**config.mk**
```make
export PLATFORM = sky130hd
export DESIGN_NAME = adc_config_test_regs
export DESIGN_NICKNAME = d
export VERILOG_FILES = /design/src/hdl/adc_cfg_pkg.sv /design/src/hdl/adc_config_test_regs.sv
export VERILOG_INCLUDE_DIRS = /design/src /design/src/hdl
export SDC_FILE = /design/constraint.sdc
export NUM_CORES = 1
export LEC_CHECK = 0
export ABC_AREA = 1
export BUFFER_PORTS_ARGS = -buffer_cell sky130_fd_sc_hd__buf_2
export CORE_MARGIN = 10
export CORE_UTILIZATION = 39
export CTS_BUF_LIST = sky130_fd_sc_hd__clkbuf_8 sky130_fd_sc_hd__clkbuf_16
export DETAILED_ROUTE_END_ITERATION = 6
export GPL_ROUTABILITY_DRIVEN = 0
export PLACE_DENSITY = 0.61
export REMOVE_ABC_BUFFERS = 1
export SYNTH_ARGS = -nofsm -noshare
export SYNTH_HDL_FRONTEND = slang
export SYNTH_SLANG_ARGS = --single-unit
export TNS_END_PERCENT = 10
```
**constraint.sdc**
```tcl
create_clock -name clk_i -period 2.32 [get_ports clk_i]
set_input_delay 0.348 -clock clk_i [delete_from_list [all_inputs] [get_ports clk_i]]
set_output_delay 0.348 -clock clk_i [all_outputs]
set_load 0.03 [all_outputs]
```
**src/hdl/adc_cfg_params.svh**
```systemverilog
// register offsets, field positions, reset values and counts of the config bank
`ifndef ADC_CFG_PARAMS_SVH
`define ADC_CFG_PARAMS_SVH

// register offsets
`define ADDR_PORT_CONFIG   8'h00
`define ADDR_CORE_INDEX    8'h10
`define ADDR_POWER_MODE    8'h25
`define ADDR_SKEW_TRIM     8'h70
`define ADDR_CLOCK_SLIP    8'h71
`define ADDR_DIVIDER       8'h72
`define ADDR_FORMAT_PRI    8'h73
`define ADDR_FORMAT_SEC    8'h74
`define ADDR_DLL_STATE     8'h75
`define ADDR_TEST_CTRL     8'hC0
`define ADDR_WORD1_LOW     8'hC2
`define ADDR_WORD1_HIGH    8'hC3
`define ADDR_WORD2_LOW     8'hC4

// field positions
`define SOFT_RESET_BIT     5
`define SLIP_BIT           0
`define DDR_BIT            4
`define DLL_SLOW_BIT       6

// core index codes
`define INDEX_CORE0        8'h01
`define INDEX_CORE1        8'h10

// reset values and the code read back for a bad core index
`define RST_ZERO           8'h00
`define RST_SKEW           8'h80
`define BAD_INDEX_CODE     8'hAD

// one-hot mode codes of 3-bit fields
`define MODE_PIN           3'h0
`define MODE_SEL0          3'h1
`define MODE_SEL1          3'h2
`define MODE_SEL2          3'h4

// test pattern codes and words
`define PAT_OFF            4'h0
`define PAT_MID            4'h1
`define PAT_ONES           4'h2
`define PAT_ZEROS          4'h3
`define PAT_CHECKER        4'h4
`define PAT_ONE_ZERO       4'h7
`define PAT_USER           4'h8
`define WORD_MID           16'h8000
`define WORD_ONES          16'hFFFF
`define WORD_ZEROS         16'h0000
`define WORD_CHECK_A       16'hAAAA
`define WORD_CHECK_B       16'h5555

// settle cycles loaded on a test pattern change; the bus shows it one cycle after they run out
`define TEST_SETTLE        3'h4

`endif

```
**src/hdl/adc_cfg_pkg.sv**
```systemverilog
// types of the converter configuration and test register bank
package adc_cfg_pkg;

  // decoded two-bit setting: 0,1,2 from one-hot codes 001,010,100
  typedef logic [1:0] setting_type;

  typedef struct packed {
    logic [7:0]  pin_meta;     // first sync stage of the four pins
    logic [7:0]  pin_sync;     // second sync stage
    logic [7:0]  core_index;
    logic [7:0]  power_core0;
    logic [7:0]  power_core1;
    logic [7:0]  skew_trim;
    logic [7:0]  clock_slip;
    logic [7:0]  divider;
    logic [7:0]  format_pri;
    logic [7:0]  format_sec;   // actual secondary format bits
    logic [7:0]  test_ctrl;
    logic [7:0]  word1_low;
    logic [7:0]  word1_high;
    logic [7:0]  word2_low;
    setting_type eff_power0;
    setting_type eff_power1;
    setting_type eff_divider;
    setting_type eff_drive;
    setting_type eff_coding;
    logic        eff_alt;
    logic [3:0]  eff_pattern;
    logic [2:0]  settle;
    logic        phase;
    logic        slip_pulse;
    logic [15:0] test_data;
    logic        test_active;
    logic [7:0]  rd_data;
    logic        rd_valid;
  } state_type;

endpackage

```
**src/hdl/adc_config_test_regs.sv**
```systemverilog
// configuration and test register bank of a dual-core interleaved converter
`include "adc_cfg_params.svh"
`timescale 1ns/1ps
`default_nettype none

module adc_config_test_regs (
  input  wire logic        clk_i,
  input  wire logic        rst_n_i,
  input  wire logic        reg_wr_i,
  input  wire logic        reg_rd_i,
  input  wire logic [7:0]  reg_addr_i,
  input  wire logic [7:0]  reg_wdata_i,
  input  wire logic [1:0]  power_state_pin_i,
  input  wire logic [1:0]  divider_select_pin_i,
  input  wire logic [1:0]  output_drive_pin_i,
  input  wire logic [1:0]  output_coding_pin_i,
  output logic      [7:0]  reg_rdata_o,
  output logic             reg_rvalid_o,
  output logic      [1:0]  core0_power_o,
  output logic      [1:0]  core1_power_o,
  output logic      [7:0]  skew_trim_o,
  output logic             clock_div2_o,
  output logic             phase_slip_o,
  output logic      [1:0]  output_drive_o,
  output logic      [1:0]  output_coding_o,
  output logic             ddr_enable_o,
  output logic             dll_slow_o,
  output logic             test_active_o,
  output logic      [15:0] test_data_o
);

  adc_cfg_pkg::state_type cur_ff;
  adc_cfg_pkg::state_type nxt_ff;

  logic [7:0]  pins_raw;
  logic        wr_soft_reset;
  logic        idx_core0;
  logic        idx_core1;
  logic        idx_valid;
  logic [7:0]  status_read;
  logic [15:0] word_one;
  logic [15:0] word_two;
  logic [15:0] pat_word1;
  logic [15:0] pat_word2;
  logic        pat_dual;

  // decode a one-hot field with pin fallback, reserved codes hold
  function automatic adc_cfg_pkg::setting_type pick(
    input logic [2:0]               fld,
    input logic [1:0]               pin,
    input adc_cfg_pkg::setting_type prev
  );
    adc_cfg_pkg::setting_type res;
    res = prev;
    case (fld)
      `MODE_PIN:  res = (pin == 2'h3) ? prev : pin;
      `MODE_SEL0: res = 2'h0;
      `MODE_SEL1: res = 2'h1;
      `MODE_SEL2: res = 2'h2;
      default:    res = prev;
    endcase
    return res;
  endfunction

  assign pins_raw = {output_coding_pin_i, output_drive_pin_i,
                     divider_select_pin_i, power_state_pin_i};

  // core selection from the index register
  assign idx_core0 = (cur_ff.core_index == `INDEX_CORE0);
  assign idx_core1 = (cur_ff.core_index == `INDEX_CORE1);
  assign idx_valid = idx_core0 | idx_core1;

  assign wr_soft_reset = reg_wr_i && (reg_addr_i == `ADDR_PORT_CONFIG)
                         && reg_wdata_i[`SOFT_RESET_BIT];

  // status mirrors the DLL range bit of the secondary format
  always_comb begin
    status_read = `RST_ZERO;
    status_read[`DLL_SLOW_BIT] = cur_ff.format_sec[`DLL_SLOW_BIT];
  end

  // user words; second word upper byte is not kept
  assign word_one = {cur_ff.word1_high, cur_ff.word1_low};
  assign word_two = {8'h00, cur_ff.word2_low};

  // pattern words per test code
  always_comb begin
    pat_word1 = `WORD_ZEROS;
    pat_word2 = `WORD_ZEROS;
    pat_dual  = 1'b0;
    case (cur_ff.eff_pattern)
      `PAT_MID: begin
        pat_word1 = `WORD_MID;
      end
      `PAT_ONES: begin
        pat_word1 = `WORD_ONES;
      end
      `PAT_ZEROS: begin
        pat_word1 = `WORD_ZEROS;
      end
      `PAT_CHECKER: begin
        pat_word1 = `WORD_CHECK_A;
        pat_word2 = `WORD_CHECK_B;
        pat_dual  = 1'b1;
      end
      `PAT_ONE_ZERO: begin
        pat_word1 = `WORD_ONES;
        pat_word2 = `WORD_ZEROS;
        pat_dual  = 1'b1;
      end
      `PAT_USER: begin
        pat_word1 = word_one;
        pat_word2 = word_two;
        pat_dual  = 1'b1;
      end
      default: begin
        pat_word1 = `WORD_ZEROS;
      end
    endcase
  end

  // next state of the whole bank
  always_comb begin
    nxt_ff = cur_ff;
    nxt_ff.slip_pulse = 1'b0;
    nxt_ff.rd_valid   = 1'b0;

    // two-stage pin synchroniser
    nxt_ff.pin_meta = pins_raw;
    nxt_ff.pin_sync = cur_ff.pin_meta;

    // register writes
    if (reg_wr_i) begin
      case (reg_addr_i)
        `ADDR_CORE_INDEX: nxt_ff.core_index = reg_wdata_i;
        `ADDR_POWER_MODE: begin
          if (idx_core0) begin
            nxt_ff.power_core0 = reg_wdata_i;
          end
          if (idx_core1) begin
            nxt_ff.power_core1 = reg_wdata_i;
          end
        end
        `ADDR_SKEW_TRIM:  nxt_ff.skew_trim = reg_wdata_i;
        `ADDR_CLOCK_SLIP: begin
          nxt_ff.clock_slip = reg_wdata_i;
          // rising bit 0 from one write to the next
          if (!cur_ff.clock_slip[`SLIP_BIT] && reg_wdata_i[`SLIP_BIT]
              && (cur_ff.eff_divider == 2'h1)) begin
            nxt_ff.slip_pulse = 1'b1;
          end
        end
        `ADDR_DIVIDER:    nxt_ff.divider = reg_wdata_i;
        `ADDR_FORMAT_PRI: nxt_ff.format_pri = reg_wdata_i;
        // written word is the change against the actual bits
        `ADDR_FORMAT_SEC: nxt_ff.format_sec = cur_ff.format_sec ^ reg_wdata_i;
        `ADDR_TEST_CTRL:  nxt_ff.test_ctrl = reg_wdata_i;
        `ADDR_WORD1_LOW:  nxt_ff.word1_low = reg_wdata_i;
        `ADDR_WORD1_HIGH: nxt_ff.word1_high = reg_wdata_i;
        `ADDR_WORD2_LOW:  nxt_ff.word2_low = reg_wdata_i;
        default: begin
        end
      endcase
    end

    // soft reset; exempt registers keep their contents
    if (wr_soft_reset) begin
      nxt_ff.core_index = `RST_ZERO;
      nxt_ff.skew_trim  = `RST_SKEW;
      nxt_ff.clock_slip = `RST_ZERO;
      nxt_ff.format_sec = `RST_ZERO;
      nxt_ff.test_ctrl  = `RST_ZERO;
      nxt_ff.word1_low  = `RST_ZERO;
      nxt_ff.word1_high = `RST_ZERO;
      nxt_ff.word2_low  = `RST_ZERO;
      nxt_ff.power_core0 = cur_ff.power_core0;
      nxt_ff.power_core1 = cur_ff.power_core1;
      nxt_ff.divider     = cur_ff.divider;
      nxt_ff.format_pri  = cur_ff.format_pri;
    end

    // effective settings; pin codes apply to both cores
    nxt_ff.eff_power0 = pick(cur_ff.power_core0[2:0], cur_ff.pin_sync[1:0],
                             cur_ff.eff_power0);
    nxt_ff.eff_power1 = pick(cur_ff.power_core1[2:0], cur_ff.pin_sync[1:0],
                             cur_ff.eff_power1);
    nxt_ff.eff_divider = pick(cur_ff.divider[2:0], cur_ff.pin_sync[3:2],
                              cur_ff.eff_divider);
    // divide code 100 is forbidden
    if (nxt_ff.eff_divider == 2'h2) begin
      nxt_ff.eff_divider = cur_ff.eff_divider;
    end
    nxt_ff.eff_drive = pick(cur_ff.format_pri[7:5], cur_ff.pin_sync[5:4],
                            cur_ff.eff_drive);
    nxt_ff.eff_coding = pick(cur_ff.format_pri[2:0], cur_ff.pin_sync[7:6],
                             cur_ff.eff_coding);

    // test mode; reserved codes hold the last legal choice
    if (cur_ff.test_ctrl[7:6] == 2'h0 || cur_ff.test_ctrl[7:6] == 2'h1) begin
      nxt_ff.eff_alt = cur_ff.test_ctrl[6];
    end
    if (cur_ff.test_ctrl[3:0] != 4'h5 && cur_ff.test_ctrl[3:0] != 4'h6
        && cur_ff.test_ctrl[3:0] <= `PAT_USER) begin
      nxt_ff.eff_pattern = cur_ff.test_ctrl[3:0];
    end

    // settle counter restarts on any pattern change
    if (nxt_ff.eff_pattern != cur_ff.eff_pattern
        || nxt_ff.eff_alt != cur_ff.eff_alt) begin
      nxt_ff.settle = `TEST_SETTLE;
    end else if (cur_ff.settle != 3'h0) begin
      nxt_ff.settle = cur_ff.settle - 3'h1;
    end

    // drive pattern words; alternate phase each clock
    nxt_ff.phase = ~cur_ff.phase;
    nxt_ff.test_active = (cur_ff.eff_pattern != `PAT_OFF)
                         && (cur_ff.settle == 3'h0);
    if (cur_ff.eff_alt && pat_dual && cur_ff.phase) begin
      nxt_ff.test_data = pat_word2;
    end else begin
      nxt_ff.test_data = pat_word1;
    end
    if (!nxt_ff.test_active) begin
      nxt_ff.test_data = `WORD_ZEROS;
    end

    // register reads, answered one cycle later
    if (reg_rd_i) begin
      nxt_ff.rd_valid = 1'b1;
      case (reg_addr_i)
        `ADDR_CORE_INDEX: nxt_ff.rd_data = cur_ff.core_index;
        `ADDR_POWER_MODE: begin
          if (idx_core0) begin
            nxt_ff.rd_data = cur_ff.power_core0;
          end else if (idx_core1) begin
            nxt_ff.rd_data = cur_ff.power_core1;
          end else begin
            nxt_ff.rd_data = `BAD_INDEX_CODE;
          end
        end
        `ADDR_SKEW_TRIM:  nxt_ff.rd_data = cur_ff.skew_trim;
        `ADDR_CLOCK_SLIP: nxt_ff.rd_data = cur_ff.clock_slip;
        `ADDR_DIVIDER:    nxt_ff.rd_data = cur_ff.divider;
        `ADDR_FORMAT_PRI: nxt_ff.rd_data = cur_ff.format_pri;
        // readback folds in status so the host procedure lands
        `ADDR_FORMAT_SEC: nxt_ff.rd_data = cur_ff.format_sec ^ status_read;
        `ADDR_DLL_STATE:  nxt_ff.rd_data = status_read;
        `ADDR_TEST_CTRL:  nxt_ff.rd_data = cur_ff.test_ctrl;
        `ADDR_WORD1_LOW:  nxt_ff.rd_data = cur_ff.word1_low;
        `ADDR_WORD1_HIGH: nxt_ff.rd_data = cur_ff.word1_high;
        `ADDR_WORD2_LOW:  nxt_ff.rd_data = cur_ff.word2_low;
        default:          nxt_ff.rd_data = `RST_ZERO;
      endcase
    end
  end

  // state register with synchronous reset
  always_ff @(posedge clk_i) begin
    if (!rst_n_i) begin
      cur_ff <= '0;
      cur_ff.skew_trim <= `RST_SKEW;
    end else begin
      cur_ff <= nxt_ff;
    end
  end

  // outputs straight from state
  assign reg_rdata_o     = cur_ff.rd_data;
  assign reg_rvalid_o    = cur_ff.rd_valid;
  assign core0_power_o   = cur_ff.eff_power0;
  assign core1_power_o   = cur_ff.eff_power1;
  assign skew_trim_o     = cur_ff.skew_trim;
  assign clock_div2_o    = (cur_ff.eff_divider == 2'h1);
  assign phase_slip_o    = cur_ff.slip_pulse;
  assign output_drive_o  = cur_ff.eff_drive;
  assign output_coding_o = cur_ff.eff_coding;
  assign ddr_enable_o    = cur_ff.format_sec[`DDR_BIT];
  assign dll_slow_o      = cur_ff.format_sec[`DLL_SLOW_BIT];
  assign test_active_o   = cur_ff.test_active;
  assign test_data_o     = cur_ff.test_data;

endmodule // adc_config_test_regs

`default_nettype wire

```
# After elaboration in Yosys (flattened, before gate mapping)
# Cells that the tools add are included.
classes:
  shifts: 0
  add_sub_neg: 1
  muxes: 22
  n_div: 0
  order_cmp: 1
  n_eq_ne: 49
  n_mul: 0
  n_bitwise: 5
  reduce_logical: 49
op_table:
  columns: ["operator", "n"]
  rows:
  - ["8-bit one-hot mux with 12 select lines", 1]
  - ["16-bit one-hot mux with 4 select lines", 1]
  - ["8-bit by 7-bit == test with 1-bit output, second input constant", 6]
  - ["2-bit one-hot mux with 4 select lines", 5]
  - ["8-bit == test, second input constant", 4]
  - ["15-bit one-hot mux with 2 select lines", 1]
  - ["2-bit AND reduction", 13]
  - ["4-bit nonzero test", 5]
  - ["3-bit zero test", 6]
  - ["8-bit by 5-bit == test with 1-bit output, second input constant", 2]
  - ["16-bit two-way mux", 1]
  - ["8-bit two-way mux", 2]
  - ["3-bit by 1-bit == test with 1-bit output, second input constant", 5]
  - ["3-bit by 2-bit == test with 1-bit output, second input constant", 5]
  - ["3-bit == test, second input constant", 5]
  - ["2-bit == test, second input constant", 5]
  - ["1-bit logical AND", 9]
  - ["3-bit AND reduction", 3]
  - ["4-bit by 3-bit == test with 1-bit output, second input constant", 2]
  - ["8-bit by 1-bit == test with 1-bit output, second input constant", 1]
  - ["8-bit by 6-bit == test with 1-bit output, second input constant", 1]
  - ["8-bit zero test", 1]
  - ["2-bit two-way mux", 4]
  - ["2-bit inequality test, second input constant", 4]
  - ["other kinds (23)", 35]
totals:
  regBits: 158
  input_bits: 28
  ramBits: 0
  elab_cells: 156
  memories: 0
  output_inout_bits: 46
  rom_bits: 0
  latchBits: 0

# Depth between registers and ports, before layout
logic_depth:
  word_depth: 7
  depth_mapped: 11
  ltp_nobuf: 11

# Least setup slack after synthesis
# OpenSTA, ideal clock, no wires.
synth_timing:
  path_kind: "input -> register"
  from: "in reg_addr_i[3]"
  to: "reg cur_ff[52] (netlist bit)"
  arrival_ns: 1.375
  n_path_buf: 1
  setup_ns: 0.128
  required_ns: 2.192
  path_stages: 7
  setup_slack_ns: 0.817
  cell_sequence: "inv_2 > nand2_1 > nor2_2 > nand3_1 > clkbuf_1 > o21ai_0 > a21oi_1"
synth_via:
  elab_chain_cells: 4
  word_cells_on_any_way: 6
  classes_between: "1 x eq/ne; 5 x reduce/logical"
synth_rtl:
  columns: ["item", "line", "rtl"]
  rows:
  - ["start: declaration", "adc_config_test_regs.sv:11", "input wire logic [7:0] reg_addr_i,"]
  - ["8-bit zero test (no source line)", null, null]
  - ["1-bit logical AND (2 in series)", "adc_config_test_regs.sv:73", "assign wr_soft_reset = reg_wr_i && (reg_addr_i == `ADDR_PORT_CONFIG)"]
  - ["2-bit OR reduction (no source line)", null, null]
  - ["end signal: assignment", "adc_config_test_regs.sv:264", "cur_ff <= nxt_ff;"]
  - ["end: declaration", "adc_config_test_regs.sv:32", "adc_cfg_pkg::state_type cur_ff;"]
# Parallel ways exist; a longest one is shown, timed or not.
# A chain may end at the register's enable or synchronous reset.

# Worst setup path in the final report
layout_timing:
  from: "reg cur_ff[28] (netlist bit)"
  to: "reg cur_ff (netlist bit test_data_o[1])"
layout_via:
  elab_chain_cells: 3
layout_rtl:
  columns: ["item", "line", "rtl"]
  rows:
  - ["3-bit zero test", "adc_config_test_regs.sv:218", "&& (cur_ff.settle == 3'h0);"]
  - ["1-bit logical AND", "adc_config_test_regs.sv:217", "nxt_ff.test_active = (cur_ff.eff_pattern != `PAT_OFF)"]
  - ["2-bit AND reduction (no source line)", null, null]
# No other way between the ends.

==> metrics.txt <==
depth of the worst register-to-register path 9; cell types with the largest area share after synthesis sky130_fd_sc_hd__dfxtp_1 (42%), sky130_fd_sc_hd__nand3_1 (8.9%), sky130_fd_sc_hd__nand2_1 (8.0%); outcome completed; DRC violation count after routing 0; Avg WL per Cell 16.00 um; wire length of the first global-routing pass 32750 um; count of antenna diodes in the layout 0; post-synthesis register bit count around 160; Internal 4.753 mW; PnR Total Power 6.209 mW; clock tree from TritonCTS yes; initial core utilization 0.3985; critical path cell sequence inv_1 -> ha_1 -> ha_1 -> inv_1 -> nor3_2 -> nand2_1 -> nor2_2 -> nand2_1 -> o21ai_0; sequential fraction of design power 0.448; Async S/R FF share, synth 0; Antenna Violating Nets Remaining 0; number of cells produced by synthesis 1042; total negative slack 0 ps; required time of the critical path 2660 ps; Worst path depth 9; type of element launching the critical path flip-flop; Lkg Pwr 3.457 nW; clk root buf sky130_fd_sc_hd__clkbuf_16; max_slew headroom 0.6139; final standard cell area without fillers 8441 um^2; most numerous cell in the Yosys netlist sky130_fd_sc_hd__nand2_1; fill cell total of the finished layout between 1500 and 2000; critical path class reg -> reg; relative contribution of the clock network to total power 0.484; sequential element share of the synthesized area 0.4230; switch share 0.2345; cell accounting for the most synthesized area sky130_fd_sc_hd__dfxtp_1; antenna violations before repair 0; largest driver fanout on the critical path 5; Max Fclk 0.5651 GHz; Maximum Capacitance Violations 0; number of hold buffers added after CTS 0; Post-Syn Area 7478 um^2; core box area 18770 um^2; Comb pwr share 0.068; maximum count of clock buffers along a single path 2; maximum number of pins on one net before global-route repair 40; Gates resized, CTS repair 0; Worst path max stage delay 310 ps; total of endpoints with negative setup slack in the final report 0; Total Routed Length 21010 um; Mapped Avg Cell Area 7.177 um^2; Post CTS Setup Buffer Count 0; maximum level of the CTS H-tree 4; Hold Path Class in -> reg; die area 25110 um^2; most frequent cells after synthesis sky130_fd_sc_hd__nand2_1 (160), sky130_fd_sc_hd__dfxtp_1 (158), sky130_fd_sc_hd__nand3_1 (133); clock tree sinks 158; insertion delay of the later-clocked pin in the worst-skew pair 430 ps; die span in y 158.5 um; number of global-route vias before repair 5963; clock buffers created by TritonCTS 17; areal power density over the cells 735.6 nW/um^2; final cycle utilization of the critical path 0.7627; detailed-routing iteration count for the pre-antenna-repair pass 5; number of pins with negative max-slew slack in the final report 0; library cells used by synthesis 46; kind of end point of the critical path flip-flop; maximum VDD drop 0.5199 mV; global-route usage over all layers 0.1674; final HPWL from detailed placement 15130 um; cell family with the largest share of critical-path delay simple AND/OR/NAND/NOR gates; Final Critical Period 1769 ps; number of DRC markers in iteration 0 between 600 and 700; worst hold path depth 3; count of synthesis-stage warnings from yosys 0; num ports 74; chip width 158.5 um; Rows 50; Final nets 1097; area share of the largest cell type after synthesis 0.4230; EDFF count, synth 0; # port buffers 73; clock edge transition at the registers on the reported setup and hold paths 70 ps; Bufs and invs on worst path 2; Final Hold Viols 0; average vias per placed instance 5.063; dominant synthesized flop cell sky130_fd_sc_hd__dfxtp_1; remaining global-route overflow 0; switching power between 1 and 1.5 mW; cell at the slowest stage of the critical path sky130_fd_sc_hd__dfxtp_1; unrepaired setup endpoints after global routing no; worst path arrival time 2110 ps; total via count after detailed routing 6648; actual slew at the worst max-slew pin 574.3 ps; synth-to-layout area growth 12.87%; proportion of layout cells with a drive suffix above 1 0.1492; placed cell area 7801 um^2; largest clock skew in the final design 10.36 ps
worst register-to-register path: cells and delay by family, from the launching register on:
kind                     cells  cell delay, ps
AND/OR/NAND/NOR              4             730
adder cells (fa/ha/maj)      2             380
flip-flops                   1             310
buffers and inverters        2             150
AO/OA/AOI/OAI                1             100
logic make-up after synthesis:
| logic type | count (synthesis) | share of synthesized area |
|---|---|---|
| compound gates | 240 | 0.1738 |
| xor+xnor | 1 | 0.001171 |
| fa+ha+maj | 3 | 0.005020 |
| buf+inv | 217 | 0.1332 |
| flops | 158 | 0.4230 |
| simple gates | 423 | 0.2638 |
area by class of cell:
cell class                      count  area (um^2)  share of cell area
Clock buffer                       19        452.9             0.05366
Clock inverter                     13        186.4             0.02209
Inverter                          129        485.5             0.05752
Multi-Input combinational cell    667         3319              0.3933
Sequential cell                   158         3163              0.3747
Tap cell                          234        292.8             0.03469
Timing Repair Buffer               93        540.5             0.06404
stage by stage:
stage          std cells  hold WS [ps]  utilization  setup slack [ps]
6_report            1313         96.36       0.4497             550.5
5_1_grt             1313         90.90       0.4497             366.0
4_1_cts             1313         87.60       0.4497             549.6
3_5_place_dp        1281         396.1       0.4157             438.0
3_3_place_gp        1281         392.7       0.4157             461.8
2_1_floorplan        954         390.0            -             52.03
layout by cell type, fill, tap and decap left out, types with 10 or more instances in the layout:
cell / instances
sky130_fd_sc_hd__clkbuf_16: 17
sky130_fd_sc_hd__nor2_1: 72
sky130_fd_sc_hd__dfxtp_1: 158
sky130_fd_sc_hd__buf_4: 18
sky130_fd_sc_hd__nand2_1: 160
sky130_fd_sc_hd__nand3_1: 133
sky130_fd_sc_hd__a21oi_1: 103
sky130_fd_sc_hd__nor3_1: 10
sky130_fd_sc_hd__inv_1: 118
sky130_fd_sc_hd__a31oi_1: 10
sky130_fd_sc_hd__buf_2: 73
sky130_fd_sc_hd__nand4_1: 13
sky130_fd_sc_hd__o21ai_0: 90
metal layers:
metal  track usage  routed length [um]
met3       0.03454                 949
met2        0.2484                9037
met1        0.2330               10530
met4       0.06308                 496
met5             0                   0
registers in the layout, summed over array words and instances (netlist names):
register	cells
core0_power_o	2
core1_power_o	2
cur_ff	113
ddr_enable_o	1
dll_slow_o	1
output_coding_o	2
output_drive_o	2
phase_slip_o	1
reg_rdata_o	8
reg_rvalid_o	1
skew_trim_o	8
test_active_o	1
test_data_o	16
power groups by stage:
stage | logic (mW) | clock network (mW) | registers (mW)
global placement | 0.415 | 0 | 2.84
finish | 0.421 | 3.01 | 2.78
CTS | 0.420 | 3.05 | 2.78
global route | 0.473 | 3.17 | 2.78
floorplan | 0.237 | 0 | 2.85
detailed placement | 0.418 | 0 | 2.84
worst paths after layout:
path / start / slack, ps / end
worst max register to register: cur_ff[28]$_SDFFE_PP0P_ / 550 / test_data_o[1]$_SDFF_PN0_
worst min-delay path: output_drive_pin_i[1] / 100 / cur_ff[155]$_SDFF_PN0_
worst max-delay path: cur_ff[28]$_SDFFE_PP0P_ / 550 / test_data_o[1]$_SDFF_PN0_
worst min register to register: cur_ff[151]$_SDFF_PN0_ / 410 / cur_ff[143]$_SDFF_PN0_
Power figures use the tool's default switching activity.
